### src/cdm_consts.svh
`ifndef CDM_CONSTS_SVH
`define CDM_CONSTS_SVH

// ****************************************************************
// register indices (byte address is four times the index)
// ****************************************************************
`define CDM_IDX_CTRL 6'h00
`define CDM_IDX_STAT 6'h01
`define CDM_IDX_DAC2 6'h0c
`define CDM_IDX_MIX1 6'h0d

// ****************************************************************
// field positions, shared by both 16-bit registers
// ****************************************************************
`define CDM_L_MUTE 15
`define CDM_L_ATT_HI 13
`define CDM_L_ATT_LO 8
`define CDM_R_MUTE 7
`define CDM_R_ATT_HI 5
`define CDM_R_ATT_LO 0
`define CDM_FIELD_MASK 16'hbfbf
`define CDM_ATT_MAX 6'h3f

// ****************************************************************
// control and status bits
// ****************************************************************
`define CDM_CTRL_ALL_OFF 0
`define CDM_STAT_BLOCKED 0
`define CDM_STAT_RATE_FAULT 1
`define CDM_STAT_MIX_L_ON 2
`define CDM_STAT_MIX_R_ON 3

// ****************************************************************
// reset values
// ****************************************************************
`define CDM_DAC2_RESET 16'h0000
`define CDM_MIX1_RESET 16'h8080

// ****************************************************************
// gain mantissas for 0, 1.5, 3.0 and 4.5 dB, unsigned q15
// ****************************************************************
`define CDM_MANT0 17'h08000
`define CDM_MANT1 17'h06bb3
`define CDM_MANT2 17'h05a9e
`define CDM_MANT3 17'h04c3f
`define CDM_MANT_SHIFT 5'h0f

`define CDM_RESP_OKAY 2'b00
`define CDM_RESP_SLVERR 2'b10

`endif

### src/cdm_pkg.sv
package cdm_pkg;
   typedef logic signed [15:0] cdm_smp_t;
   typedef enum logic [2:0] {
      CDM_REG_CTRL = 3'b000,
      CDM_REG_STAT = 3'b001,
      CDM_REG_DAC2 = 3'b010,
      CDM_REG_MIX1 = 3'b011,
      CDM_REG_NONE = 3'b100
   } cdm_reg_e;
endpackage : cdm_pkg

### src/cdm_atten_if.sv
`timescale 1ns/100ps
`default_nettype none
interface cdm_atten_if;
   logic [5:0] code;
   logic mute;
   logic top_mutes;
   cdm_pkg::cdm_smp_t din;
   cdm_pkg::cdm_smp_t dout;
   modport calc (input code, input mute, input top_mutes, input din, output dout);
   modport user (output code, output mute, output top_mutes, output din, input dout);
endinterface : cdm_atten_if
`default_nettype wire

### src/cdm_atten.sv
`timescale 1ns/100ps
`default_nettype none
`include "cdm_consts.svh"
module cdm_atten (
   // sample and setting
   cdm_atten_if.calc att
);
   import cdm_pkg::*;

   logic [16:0] mant;
   logic signed [32:0] prod;
   logic signed [32:0] shf;
   logic [4:0] shamt;

   // ****************************************************************
   // gain = mantissa of code mod 4, halved per 6 dB
   // ****************************************************************
   always_comb begin
      case (att.code[1:0])
         2'h0: mant = `CDM_MANT0;
         2'h1: mant = `CDM_MANT1;
         2'h2: mant = `CDM_MANT2;
         2'h3: mant = `CDM_MANT3;
         default: mant = `CDM_MANT0;
      endcase
   end

   assign shamt = `CDM_MANT_SHIFT + {1'b0, att.code[5:2]};
   // |gain| <= 1, so the low half never overflows
   assign prod = att.din * $signed(mant);
   assign shf = prod >>> shamt;
   // mix paths treat the top code as full mute; the plain path only attenuates
   assign att.dout = (att.mute | (att.top_mutes & (att.code == `CDM_ATT_MAX))) ?
                     16'sh0000 : shf[15:0];
endmodule : cdm_atten
`default_nettype wire

### src/cdm_regs.sv
// The AXI4-Lite slave port was left to the implementer.
`timescale 1ns/100ps
`default_nettype none
`include "cdm_consts.svh"
module cdm_regs (
   // clock and reset
   input wire logic aclk,
   input wire logic aresetn,
   // device pin
   input wire logic power_down_pin_n,
   // axi4-lite write address
   input wire logic s_axi_awvalid,
   output logic s_axi_awready,
   input wire logic [7:0] s_axi_awaddr,
   // axi4-lite write data
   input wire logic s_axi_wvalid,
   output logic s_axi_wready,
   input wire logic [31:0] s_axi_wdata,
   input wire logic [3:0] s_axi_wstrb,
   // axi4-lite write response
   output logic s_axi_bvalid,
   input wire logic s_axi_bready,
   output logic [1:0] s_axi_bresp,
   // axi4-lite read address
   input wire logic s_axi_arvalid,
   output logic s_axi_arready,
   input wire logic [7:0] s_axi_araddr,
   // axi4-lite read data
   output logic s_axi_rvalid,
   input wire logic s_axi_rready,
   output logic [31:0] s_axi_rdata,
   output logic [1:0] s_axi_rresp,
   // sample timing
   input wire logic sample_tick,
   input wire logic conv_tick,
   // samples in
   input wire cdm_pkg::cdm_smp_t dac2_l_in,
   input wire cdm_pkg::cdm_smp_t dac2_r_in,
   input wire cdm_pkg::cdm_smp_t adc_l_in,
   input wire cdm_pkg::cdm_smp_t adc_r_in,
   input wire cdm_pkg::cdm_smp_t dac1_l_in,
   input wire cdm_pkg::cdm_smp_t dac1_r_in,
   // samples out
   output cdm_pkg::cdm_smp_t dac2_l_out,
   output cdm_pkg::cdm_smp_t dac2_r_out,
   output cdm_pkg::cdm_smp_t dac1_l_out,
   output cdm_pkg::cdm_smp_t dac1_r_out,
   output logic out_valid
);
   import cdm_pkg::*;

   // ****************************************************************
   // decoding and arithmetic helpers
   // ****************************************************************
   function automatic cdm_reg_e reg_sel(input logic [7:0] a);
      case (a[7:2])
         `CDM_IDX_CTRL: reg_sel = CDM_REG_CTRL;
         `CDM_IDX_STAT: reg_sel = CDM_REG_STAT;
         `CDM_IDX_DAC2: reg_sel = CDM_REG_DAC2;
         `CDM_IDX_MIX1: reg_sel = CDM_REG_MIX1;
         default: reg_sel = CDM_REG_NONE;
      endcase
   endfunction : reg_sel

   function automatic logic [15:0] merge16(input logic [15:0] old, input logic [31:0] d,
                                           input logic [3:0] s);
      merge16 = {s[1] ? d[15:8] : old[15:8], s[0] ? d[7:0] : old[7:0]};
   endfunction : merge16

   function automatic cdm_smp_t sat16(input logic signed [16:0] v);
      if (v[16] != v[15]) begin
         sat16 = v[16] ? 16'sh8000 : 16'sh7fff;
      end else begin
         sat16 = v[15:0];
      end
   endfunction : sat16

   // ****************************************************************
   // state
   // ****************************************************************
   logic aw_held_r, w_held_r, bvalid_r, rvalid_r;
   logic [7:0] awaddr_r;
   logic [31:0] wdata_r;
   logic [3:0] wstrb_r;
   logic [1:0] bresp_r, rresp_r;
   logic [31:0] rdata_r;
   logic all_off_r;
   logic rate_fault_r;
   logic conv_seen_r;
   logic [15:0] dac2_r, mix_r;
   logic [15:0] sh_dac2_r, sh_mix_r;
   cdm_smp_t smp_r [0:5];
   logic proc_r;
   cdm_smp_t att_out [0:3];
   cdm_smp_t dac2_l_r, dac2_r_r, dac1_l_r, dac1_r_r;
   logic out_valid_r;

   logic aw_hs, w_hs, ar_hs, aw_have, w_have, wr_fire;
   logic [7:0] wr_addr;
   logic [31:0] wr_data;
   logic [3:0] wr_strb;
   cdm_reg_e wsel;
   logic blocked;
   logic mix_l_on, mix_r_on;
   logic [31:0] rd_word;

   // ****************************************************************
   // axi4-lite handshakes
   // ****************************************************************
   assign s_axi_awready = !aw_held_r && !bvalid_r;
   assign s_axi_wready = !w_held_r && !bvalid_r;
   assign s_axi_arready = !rvalid_r;
   assign aw_hs = s_axi_awvalid && s_axi_awready;
   assign w_hs = s_axi_wvalid && s_axi_wready;
   assign ar_hs = s_axi_arvalid && s_axi_arready;
   assign aw_have = aw_held_r || aw_hs;
   assign w_have = w_held_r || w_hs;
   assign wr_fire = aw_have && w_have && !bvalid_r;
   assign wr_addr = aw_held_r ? awaddr_r : s_axi_awaddr;
   assign wr_data = w_held_r ? wdata_r : s_axi_wdata;
   assign wr_strb = w_held_r ? wstrb_r : s_axi_wstrb;
   assign wsel = reg_sel(wr_addr);

   always_ff @(posedge aclk) begin
      if (!aresetn) begin
         aw_held_r <= 1'b0;
         awaddr_r <= 8'h00;
      end else if (wr_fire) begin
         aw_held_r <= 1'b0;
      end else if (aw_hs) begin
         aw_held_r <= 1'b1;
         awaddr_r <= s_axi_awaddr;
      end
   end

   always_ff @(posedge aclk) begin
      if (!aresetn) begin
         w_held_r <= 1'b0;
         wdata_r <= 32'h0000_0000;
         wstrb_r <= 4'h0;
      end else if (wr_fire) begin
         w_held_r <= 1'b0;
      end else if (w_hs) begin
         w_held_r <= 1'b1;
         wdata_r <= s_axi_wdata;
         wstrb_r <= s_axi_wstrb;
      end
   end

   always_ff @(posedge aclk) begin
      if (!aresetn) begin
         bvalid_r <= 1'b0;
         bresp_r <= `CDM_RESP_OKAY;
      end else if (wr_fire) begin
         bvalid_r <= 1'b1;
         bresp_r <= (wsel == CDM_REG_NONE) ? `CDM_RESP_SLVERR : `CDM_RESP_OKAY;
      end else if (s_axi_bready) begin
         bvalid_r <= 1'b0;
      end
   end

   // ****************************************************************
   // registers
   // ****************************************************************
   // the disable bit must stay writable, else the block could never recover
   always_ff @(posedge aclk) begin
      if (!aresetn) begin
         all_off_r <= 1'b0;
      end else if (wr_fire && wsel == CDM_REG_CTRL && wr_strb[0]) begin
         all_off_r <= wr_data[`CDM_CTRL_ALL_OFF];
      end
   end

   assign blocked = !power_down_pin_n || all_off_r;

   always_ff @(posedge aclk) begin
      if (!aresetn || blocked) begin
         dac2_r <= `CDM_DAC2_RESET;
      end else if (wr_fire && wsel == CDM_REG_DAC2) begin
         dac2_r <= merge16(dac2_r, wr_data, wr_strb) & `CDM_FIELD_MASK;
      end
   end

   always_ff @(posedge aclk) begin
      if (!aresetn || blocked) begin
         mix_r <= `CDM_MIX1_RESET;
      end else if (wr_fire && wsel == CDM_REG_MIX1) begin
         mix_r <= merge16(mix_r, wr_data, wr_strb) & `CDM_FIELD_MASK;
      end
   end

   // ****************************************************************
   // frame rate check while mixing
   // ****************************************************************
   assign mix_l_on = !mix_r[`CDM_L_MUTE] &&
                     (mix_r[`CDM_L_ATT_HI:`CDM_L_ATT_LO] != `CDM_ATT_MAX);
   assign mix_r_on = !mix_r[`CDM_R_MUTE] &&
                     (mix_r[`CDM_R_ATT_HI:`CDM_R_ATT_LO] != `CDM_ATT_MAX);

   always_ff @(posedge aclk) begin
      if (!aresetn || sample_tick) begin
         conv_seen_r <= 1'b0;
      end else if (conv_tick) begin
         conv_seen_r <= 1'b1;
      end
   end

   // two conversions with no frame between means frames are too slow
   always_ff @(posedge aclk) begin
      if (!aresetn) begin
         rate_fault_r <= 1'b0;
      end else if (conv_tick && conv_seen_r && !sample_tick && (mix_l_on || mix_r_on)) begin
         rate_fault_r <= 1'b1;
      end else if (wr_fire && wsel == CDM_REG_STAT && wr_strb[0] &&
                   wr_data[`CDM_STAT_RATE_FAULT]) begin
         rate_fault_r <= 1'b0;
      end
   end

   // ****************************************************************
   // read path
   // ****************************************************************
   always_comb begin
      rd_word = 32'h0000_0000;
      case (reg_sel(s_axi_araddr))
         CDM_REG_CTRL: rd_word[`CDM_CTRL_ALL_OFF] = all_off_r;
         CDM_REG_STAT: begin
            rd_word[`CDM_STAT_BLOCKED] = blocked;
            rd_word[`CDM_STAT_RATE_FAULT] = rate_fault_r;
            rd_word[`CDM_STAT_MIX_L_ON] = mix_l_on;
            rd_word[`CDM_STAT_MIX_R_ON] = mix_r_on;
         end
         CDM_REG_DAC2: rd_word[15:0] = dac2_r;
         CDM_REG_MIX1: rd_word[15:0] = mix_r;
         default: rd_word = 32'h0000_0000;
      endcase
   end

   always_ff @(posedge aclk) begin
      if (!aresetn) begin
         rvalid_r <= 1'b0;
         rdata_r <= 32'h0000_0000;
         rresp_r <= `CDM_RESP_OKAY;
      end else if (ar_hs) begin
         rvalid_r <= 1'b1;
         rdata_r <= rd_word;
         rresp_r <= (reg_sel(s_axi_araddr) == CDM_REG_NONE) ? `CDM_RESP_SLVERR :
                    `CDM_RESP_OKAY;
      end else if (s_axi_rready) begin
         rvalid_r <= 1'b0;
      end
   end

   assign s_axi_bvalid = bvalid_r;
   assign s_axi_bresp = bresp_r;
   assign s_axi_rvalid = rvalid_r;
   assign s_axi_rdata = rdata_r;
   assign s_axi_rresp = rresp_r;

   // ****************************************************************
   // sample capture and settings shadow
   // ****************************************************************
   // settings are sampled once per frame so a sample never sees half an update
   always_ff @(posedge aclk) begin
      if (!aresetn) begin
         sh_dac2_r <= `CDM_DAC2_RESET;
         sh_mix_r <= `CDM_MIX1_RESET;
         proc_r <= 1'b0;
         for (int k = 0; k < 6; k++) begin
            smp_r[k] <= 16'sh0000;
         end
      end else begin
         proc_r <= sample_tick;
         if (sample_tick) begin
            sh_dac2_r <= dac2_r;
            sh_mix_r <= mix_r;
            smp_r[0] <= dac2_l_in;
            smp_r[1] <= dac2_r_in;
            smp_r[2] <= adc_l_in;
            smp_r[3] <= adc_r_in;
            smp_r[4] <= dac1_l_in;
            smp_r[5] <= dac1_r_in;
         end
      end
   end

   // ****************************************************************
   // attenuators: 0,1 out2 left/right, 2,3 mix left/right
   // ****************************************************************
   cdm_atten_if att_if [4] ();

   generate
      for (genvar i = 0; i < 4; i++) begin : g_att
         logic [15:0] src;
         assign src = (i < 2) ? sh_dac2_r : sh_mix_r;
         assign att_if[i].code = (i % 2 == 0) ? src[`CDM_L_ATT_HI:`CDM_L_ATT_LO] :
                                 src[`CDM_R_ATT_HI:`CDM_R_ATT_LO];
         assign att_if[i].mute = (i % 2 == 0) ? src[`CDM_L_MUTE] : src[`CDM_R_MUTE];
         assign att_if[i].top_mutes = (i >= 2);
         assign att_if[i].din = smp_r[i];
         assign att_out[i] = att_if[i].dout;
         cdm_atten u_att (
            .att(att_if[i])
         );
      end
   endgenerate

   // ****************************************************************
   // output stage
   // ****************************************************************
   always_ff @(posedge aclk) begin
      if (!aresetn) begin
         dac2_l_r <= 16'sh0000;
         dac2_r_r <= 16'sh0000;
         dac1_l_r <= 16'sh0000;
         dac1_r_r <= 16'sh0000;
         out_valid_r <= 1'b0;
      end else begin
         out_valid_r <= proc_r;
         if (proc_r) begin
            dac2_l_r <= att_out[0];
            dac2_r_r <= att_out[1];
            dac1_l_r <= sat16({smp_r[4][15], smp_r[4]} + {att_out[2][15], att_out[2]});
            dac1_r_r <= sat16({smp_r[5][15], smp_r[5]} + {att_out[3][15], att_out[3]});
         end
      end
   end

   assign dac2_l_out = dac2_l_r;
   assign dac2_r_out = dac2_r_r;
   assign dac1_l_out = dac1_l_r;
   assign dac1_r_out = dac1_r_r;
   assign out_valid = out_valid_r;

   // ****************************************************************
   // assertions
   // ****************************************************************
   a_out2_mute: assert property (
      @(posedge aclk) disable iff (!aresetn)
      proc_r && sh_dac2_r[`CDM_L_MUTE] |=> dac2_l_out == 16'sh0000)
      else $error("muted out2 left channel not zero");

   a_out2_unity: assert property (
      @(posedge aclk) disable iff (!aresetn)
      proc_r && !sh_dac2_r[`CDM_R_MUTE] && sh_dac2_r[`CDM_R_ATT_HI:`CDM_R_ATT_LO] == 6'h00
      |=> dac2_r_out == $past(smp_r[1]))
      else $error("out2 code zero did not pass sample unchanged");

   a_dac2_default: assert property (
      @(posedge aclk) disable iff (!aresetn)
      !power_down_pin_n ##1 !power_down_pin_n |-> dac2_r == `CDM_DAC2_RESET)
      else $error("out2 register not at default while powered down");

   a_write_blocked: assert property (
      @(posedge aclk) disable iff (!aresetn)
      wr_fire && blocked |=> mix_r == `CDM_MIX1_RESET && dac2_r == `CDM_DAC2_RESET)
      else $error("write accepted while blocked");

   a_mix_layout: assert property (
      @(posedge aclk) disable iff (!aresetn)
      wr_fire && !blocked && wsel == CDM_REG_MIX1 && wr_strb == 4'hf
      |=> mix_r == ($past(wr_data[15:0]) & `CDM_FIELD_MASK))
      else $error("mix register write does not match field layout");

   a_mix_mute_bit: assert property (
      @(posedge aclk) disable iff (!aresetn)
      proc_r && sh_mix_r[`CDM_L_MUTE] |=> dac1_l_out == $past(smp_r[4]))
      else $error("muted mix still altered dac1 left");

   a_mix_full_mute: assert property (
      @(posedge aclk) disable iff (!aresetn)
      proc_r && sh_mix_r[`CDM_R_ATT_HI:`CDM_R_ATT_LO] == `CDM_ATT_MAX
      |=> dac1_r_out == $past(smp_r[5]))
      else $error("top mix code did not fully mute");

   a_mix_default: assert property (
      @(posedge aclk)
      !aresetn |=> mix_r == `CDM_MIX1_RESET && sh_mix_r == `CDM_MIX1_RESET)
      else $error("mix register reset value wrong");

   a_rate_fault: assert property (
      @(posedge aclk) disable iff (!aresetn)
      conv_tick && conv_seen_r && !sample_tick && (mix_l_on || mix_r_on) |=> rate_fault_r)
      else $error("slow frames while mixing not flagged");

   a_sum_saturates: assert property (
      @(posedge aclk) disable iff (!aresetn)
      proc_r && smp_r[4] == 16'sh7fff && !att_out[2][15] |=> dac1_l_out == 16'sh7fff)
      else $error("dac1 left sum wrapped instead of saturating");

   a_shadow_hold: assert property (
      @(posedge aclk) disable iff (!aresetn)
      !sample_tick |=> $stable(sh_mix_r) && $stable(sh_dac2_r))
      else $error("settings changed between sample boundaries");

endmodule : cdm_regs
`default_nettype wire

### config.mk
export PLATFORM = sky130hd
export DESIGN_NAME = cdm_regs
export DESIGN_NICKNAME = d
export VERILOG_FILES = /design/src/cdm_pkg.sv /design/src/cdm_atten_if.sv /design/src/cdm_atten.sv /design/src/cdm_regs.sv
export VERILOG_INCLUDE_DIRS = /design/src
export SDC_FILE = /design/constraint.sdc
export NUM_CORES = 2
export LEC_CHECK = 0
export BUFFER_PORTS_ARGS = -buffer_cell sky130_fd_sc_hd__buf_2
export CAP_MARGIN = 20
export CORE_MARGIN = 8
export CORE_UTILIZATION = 60
export CTS_CLUSTER_SIZE = 14
export DETAILED_ROUTE_END_ITERATION = 16
export PLACE_DENSITY = 0.75
export SYNTH_ARGS = -nofsm -noshare
export SYNTH_HDL_FRONTEND = slang
export SYNTH_HIERARCHICAL = 1
export SYNTH_SLANG_ARGS = --single-unit
### constraint.sdc
create_clock -name aclk -period 15.3 [get_ports aclk]
set_input_delay 2.295 -clock aclk [delete_from_list [all_inputs] [get_ports aclk]]
set_output_delay 2.295 -clock aclk [all_outputs]
set_load 0.02 [all_outputs]
; ---- Word level (Yosys, flattened, before mapping)
; Memories as Yosys holds them, arrays and structs flattened.
; Index checks and enable logic that the tools add are counted.
[classes]
addsub = 6
mul = 4
n_eq_ne = 32
shift = 4
muxes = 40
n_bitwise = 10
n_reduce_logical = 52
[ops]
columns = operator, n
row1 = $pmux 17 s4, 4
row2 = $mux 16, 15
row3 = $mul 16x17->33, 4
row4 = $sshr 33x5->16, 4
row5 = $add 16x16->17, 2
row6 = $eq 6x4->1 const B, 4
row7 = $pmux 12 s2, 1
row8 = $pmux 3 s4, 2
row9 = $add 4x4->5 const A, 4
row10 = $logic_and 1x1->1, 19
row11 = $eq 2x2->1 const B, 8
row12 = $eq 3x2->1 const B, 4
row13 = $eq 6x1->1 const B, 2
row14 = $eq 6x6->1 const B, 2
row15 = $logic_not 6->1, 2
row16 = $ne 6x6->1 const B, 2
row17 = $reduce_and 2->1, 6
row18 = $mux 1, 10
row19 = $logic_not 1->1, 9
row20 = $pmux 3 s3, 1
row21 = $eq 2x1->1 const B, 4
row22 = $logic_not 2->1, 4
row23 = $mux 8, 1
row24 = $or 1x1->1, 8
row25 = 11 further kinds, 26
[totals]
regBits = 175
ramBits = 96
output_inout_bits = 106
wordCells = 174
memories = 1
[mem_list]
columns = memory, depth, width, rd, rd_clocked_by_memory_dff, write_ports, line_no
row1 = smp_r, 6, 16, 6, 0, 6, cdm_regs.sv:92  ; cdm_smp_t smp_r [0:5];

; ---- Depth between registers and ports, before layout
[logic_depth]
depth_word = 11
ltp_mapped = 43

; ---- Cells and area by module
; Netlist, hierarchy kept.
[modules_own_cells]
columns = module, n_inst, cells_per_inst, area_each_um2, seq_area_each_um2
row1 = cdm_atten (g_att[1].u_att ...), 2, 1289, 10612.7, 0.0
row2 = cdm_regs, 1, 1108, 12149.2, 6226.0
row3 = cdm_atten (g_att[0].u_att), 1, 1346, 10918.0, 0.0
row4 = cdm_atten (g_att[3].u_att), 1, 1285, 10566.4, 0.0

; ---- Worst setup path before layout
; OpenSTA, ideal clock, no wires.
[synth_timing]
path_kind = reg2reg
startpoint = register sh_mix_r[9] (netlist: g_att[2].src[9])
endpoint = register dac1_l_r[10] (netlist: dac1_l_out[10])
setup_ns = 0.066
arrival_time_ns = 9.235
required_ns = 15.234
setup_slack_ns = 5.999
path_stages_with_launch = 39
period_less_slack_ns = 9.301
cell_sequence = dfxtp_1 -> clkbuf_1 -> inv_1 -> ha_1 -> clkbuf_1 -> and2_1 -> fa_1 -> inv_1 -> fa_1 -> inv_1 -> fa_1 -> fa_1 -> fa_1 -> inv_1 -> fa_1 -> inv_1 -> ha_1 -> buf_2 -> [3 not listed] -> nand2_1 -> a31o_2 -> xnor2_2 -> a2111oi_2 -> nor3_1 -> a211o_1 -> a221oi_1 -> ha_1 -> inv_1 -> fa_1 -> nor2b_1 -> o21ai_0 -> a211oi_2 -> nor3_2 -> o41a_4 -> buf_6 -> maj3_2 -> a21oi_2
[synth_between]
elab_chain_cells = 8
[synth_lines]
columns = item, line_no
row1 = start: declaration, cdm_regs.sv:91  ; logic [15:0] sh_dac2_r, sh_mix_r;
row2 = start signal: assignment, cdm_regs.sv:267  ; sh_mix_r <= `CDM_MIX1_RESET;
row3 = start signal: assignment, cdm_regs.sv:276  ; sh_mix_r <= mix_r;
row4 = "$eq 2x2->1, or another cell as far along", cdm_atten.sv:19  ; case (att.code[1:0])
row5 = $pmux 17 s4, cdm_atten.sv:19
row6 = $mul 16x17->33, cdm_atten.sv:30  ; assign prod = att.din * $signed(mant);
row7 = $sshr 33x5->16, cdm_atten.sv:31  ; assign shf = prod >>> shamt;
row8 = $mux 16 *, cdm_atten.sv:33  ; assign att.dout = (att.mute | (att.top_mutes & (att.code == `CDM_ATT_MAX))) ?
row9 = named net att_if[2].dout[0], cdm_atten_if.sv:8  ; cdm_pkg::cdm_smp_t dout;
row10 = $add 16x16->17 *, cdm_regs.sv:323  ; dac1_l_r <= sat16({smp_r[4][15], smp_r[4]} + {att_out[2][15], att_out[2]});
row11 = $mux 16 / $ne 1x1->1 (equally long branches), "cdm_regs.sv:72, cdm_regs.sv:71"
row12 = $mux 16 *, cdm_regs.sv:71  ; if (v[16] != v[15]) begin
row13 = end signal: assignment, cdm_regs.sv:323
row14 = end: declaration, cdm_regs.sv:95  ; cdm_smp_t dac2_l_r, dac2_r_r, dac1_l_r, dac1_r_r;
; Mark *: on every way through the listed nets, which the timed path passes. The rest lies on a longest branch. The select of a mux whose other input is x is not followed.
; A chain may end at the register's enable or synchronous reset.

; ---- Worst setup path after layout
[layout_timing]
startpoint = register sh_mix_r[1] (netlist: g_att[2].src[1])
endpoint = register dac1_r_r[1] (netlist: dac1_r_out[1])
[layout_between]
elab_chain_cells = 8
[layout_lines]
columns = item, line_no
row1 = "$eq 2x2->1, or another cell as far along", cdm_atten.sv:19
row2 = $pmux 17 s4, cdm_atten.sv:19
row3 = $mul 16x17->33, cdm_atten.sv:30
row4 = $sshr 33x5->16, cdm_atten.sv:31
row5 = $mux 16 *, cdm_atten.sv:33
row6 = named net att_if[3].dout[1], cdm_atten_if.sv:8
row7 = $add 16x16->17 *, cdm_regs.sv:324  ; dac1_r_r <= sat16({smp_r[5][15], smp_r[5]} + {att_out[3][15], att_out[3]});
row8 = $mux 16 / $ne 1x1->1 (equally long branches), "cdm_regs.sv:72, cdm_regs.sv:71"
row9 = $mux 16 *, cdm_regs.sv:71
row10 = end signal: assignment, cdm_regs.sv:324
row11 = end: declaration, cdm_regs.sv:95
; Marked as above.

==> metrics.md <==
| Metric | Value |
|---|---|
| Worst setup path class | flip-flop to flip-flop |
| Critical Path Sink Type | flip-flop |
| Gate Count Post-Synth | between 6000 and 7000 |
| Main area contributors after synthesis | fa_1, ha_1, inv_1 |
| Commonest non-fill, non-tap cell in the layout | inv_1 |
| Asr flop ratio synth | 0% |
| CP startpoint kind | flip-flop |
| Synth Cell Area | 0.0549 sq mm |
| Drt pass-1 iters | 8 |
| Clk buf depth | 3 |
| Vias post-DR | 44900 |
| Switching share of power | 40.9% |
| Fmax achieved | 0.0853 GHz |
| RSZ-0062 raised after global routing | no |
| H-Tree Depth | 2 |
| CP max stage delay | 920 ps |
| Top_reg_cell synth | dfxtp_1 |
| Critical path required time | 15750 ps |
| Max-slew violations | 0 |
| Clk sinks | 263 |
| Per-cell routed wire length | 20.2 microns |
| Slew @ Worst Pin | between 1000 and 1500 ps |
| M1 wire length | 66900 microns |
| Switching power | 1.24 mW |
| Run status | complete, no violations |
| Critical Path Slowest Stage Cell | dfxtp_1 |
| Final Skew | roughly 22 ps |
| Total gr overflow | 0 |
| CTS clk-pin slew, worst paths | around 50 ps |
| P_int | 1.78 mW |
| Global-route wire length before repair | 247000 microns |
| Routed WL | 153000 microns |
| Vias in the first global route | 45600 |
| Area growth syn-to-layout | 5.51% |
| Top cell type's share of synthesized area | 25.8% |
| Initial DRC Count | 3597 |
| Port Buffers | 219 |
| Max-Cap Viols | 0 |
| Seq pwr share | about 28% |
| Most frequent cells in the layout | inv_1, fa_1, ha_1, nand2_1, nor2_1 |
| HP Class | flip-flop to flip-flop |
| Placed cells | 7500 |
| FF+latch count, synth | 263 |
| Met3 WL post-DR | between 10000 and 15000 microns |
| Setup TNS | 0 ps |
| Peak supply drop | 0.0851 mV |
| Site row count | between 100 and 150 |
| CTS tree | yes |
| Combinational share of power | 43.4% |
| Uppermost layer routed | met5 |
| CP Data Arrival Time | 12160 ps |
| Core area | ~0.091 sq mm |
| Max FO, Critical Path | 20 |
| Non-Filler Instances | 7577 |
| Die W | 318 microns |
| Die height | about 320 microns |
| # setup viols final | 0 |
| Filler instances | around 7800 |
| Largest net degree at the start of global routing | 119 |
| Starting Density | 60.2% |
| Hpwl dp | 125000 microns |
| Post-synth EDFFs | 96 |
| Placer Congestion | 0.972 |
| Register area | 0.00623 sq mm |
| # IOs | ~260 |
| Leakage power total | a little under 30 nW |
| Die ar. | between 0.1 and 0.15 sq mm |
| Drt drc | 0 |
| Power per Cell Area | 52.2 mW/mm^2 |
| Worst slew margin | 23.4% |
| Routed Antenna Nets | 0 |
| Total clock buffers created by CTS | 36 |
| Cts hold-fix bufs | 0 |
| Nets | 7821 |
| Area leader, netlist | fa_1 |
| Syn Area/Cell | 8.68 sq um |
| Met2 WL | about 69000 microns |
| Post-route clock period utilization | 76.6% |
| Antenna violations before repair | 15 |
| Clock power frac | between 20% and 30% |
| Root Driver | clkbuf_16 |
| Seq/Total Area, Yosys | 11.3% |
| Synth warn | 6 |
| Distinct cells, synth | approximately 130 |
| GRT Util Overall | 29.9% |
| Vias per cell | 5.93 |
| Cell repeated most along the worst path | fa_1 |
| Min cycle time layout | 11720 ps |
| Clk Latency, worst-skew pair | a little over 600 ps |
| Post-CTS sizing | 0 |
| Hold Vio Cnt, Final | 0 |
| Share of cells above drive strength 1 | 8.73% |
| Postcts setup bufs | 0 |
| Multi-input gate area | 0.0429 sq mm |
==> power by group through the flow <==
stage | registers, mW | clock network, mW | logic [mW]
after global placement | 0.844 | 0 | 1.26
after floorplan | 0.836 | 0 | 0.944
after global routing | 0.835 | 0.919 | 1.44
final | 0.831 | 0.881 | 1.31
after CTS | 0.831 | 0.902 | 1.29
after detailed placement | 0.845 | 0 | 1.28
==> routing by layer <==
| metal | global-route usage (%) | vias to the layer above |
|---|---|---|
| li1 | - | 21000 |
| met1 | 41.5 | 21900 |
| met2 | 47.1 | 1755 |
| met3 | 5.44 | 302 |
| met4 | 9.65 | 2 |
| met5 | 0 | - |
==> cell usage after synthesis (all sizes together), types with 14 or more instances <==
master / n
nand4: 45
nand2b: 71
maj3: 29
o21bai: 16
a221oi: 36
mux4: 19
o31ai: 19
mux2: 53
xnor2: 90
o21a: 23
o22ai: 16
o211ai: 49
nor2b: 122
dfxtp: 167
nand3: 77
and2: 247
clkbuf: 193
or3: 33
nand2: 506
o221ai: 20
and3: 130
a211o: 22
mux2i: 194
a211oi: 79
fa: 706
o211a: 18
nor2: 293
edfxtp: 96
o21ai: 204
or2: 21
a31o: 14
nor4: 15
a21o: 77
nor3: 76
a31oi: 43
a21oi: 269
and4: 19
a2111oi: 16
buf: 99
inv: 1219
xor2: 66
ha: 604
==> critical path, delay by kind of cell, from the launching register on <==
kind	cells	cell delay (ps)
compound gates	11	2480
xor+xnor	2	990
fa+ha+maj	10	5080
buf+inv	1	50
flops	1	920
mux	1	560
simple gates	6	1480
==> cell families after synthesis <==
logic type | Yosys count | synth area share (%)
XOR/XNOR | 156 | 2.56
adder cells (fa/ha/maj) | 1339 | 40.1
AND/OR/NAND/NOR | 1699 | 15.8
AO/OA/AOI/OAI | 1070 | 14.0
multiplexers | 266 | 5.41
buffers and inverters | 1514 | 10.7
flip-flops | 263 | 11.3
other | 10 | 0.0684
==> cell type report <==
cell class,count,area share (%)
Multi-Input combinational cell,4566,74.1
Sequential cell,263,10.8
Inverter,1222,7.92
Tap cell,1186,2.56
Timing Repair Buffer,264,2.53
Clock buffer,47,1.73
Clock inverter,19,0.346
Antenna cell,10,0.0432
==> stage by stage <==
stage	area (sq um)	hold slack [ps]	utilization, %	power (mW)	worst slack [ps]
global route	57900	502	63.5	3.20	3010
finish	57900	472	63.5	3.02	3580
global placement	56600	450	62.2	2.11	3890
floorplan	55000	438	-	1.78	6000
detailed placement	56600	459	62.2	2.13	3840
CTS	57800	473	63.5	3.03	3730
==> path summary, 6_finish.rpt <==
check | startpoint | endpoint | slack [ps] | depth (start not counted)
hold / removal | conv_seen_r$_SDFFE_PP0P_ | conv_seen_r$_SDFFE_PP0P_ | 470 | 2
hold reg to reg | conv_seen_r$_SDFFE_PP0P_ | conv_seen_r$_SDFFE_PP0P_ | 470 | 2
setup / recovery | g_att[2].src[1]$_SDFFE_PN0P_ | dac1_r_out[1]$_SDFFE_PN0P_ | 3580 | 31
setup reg to reg | g_att[2].src[1]$_SDFFE_PN0P_ | dac1_r_out[1]$_SDFFE_PN0P_ | 3580 | 31
==> registers in the layout (all words and copies together) (netlist names), 2 cells and up <==
| signal | cells |
|---|---|
| dac2_r | 14 |
| mix_r | 14 |
| wdata_r | 14 |
| wstrb_r | 2 |
| g_att.src | 28 |
| awaddr_r | 6 |
| dac2_r_out | 16 |
| smp_r | 96 |
| dac1_l_out | 16 |
| dac2_l_out | 16 |
| dac1_r_out | 16 |
| s_axi_rdata | 14 |
Power figures use the tool's default switching activity.
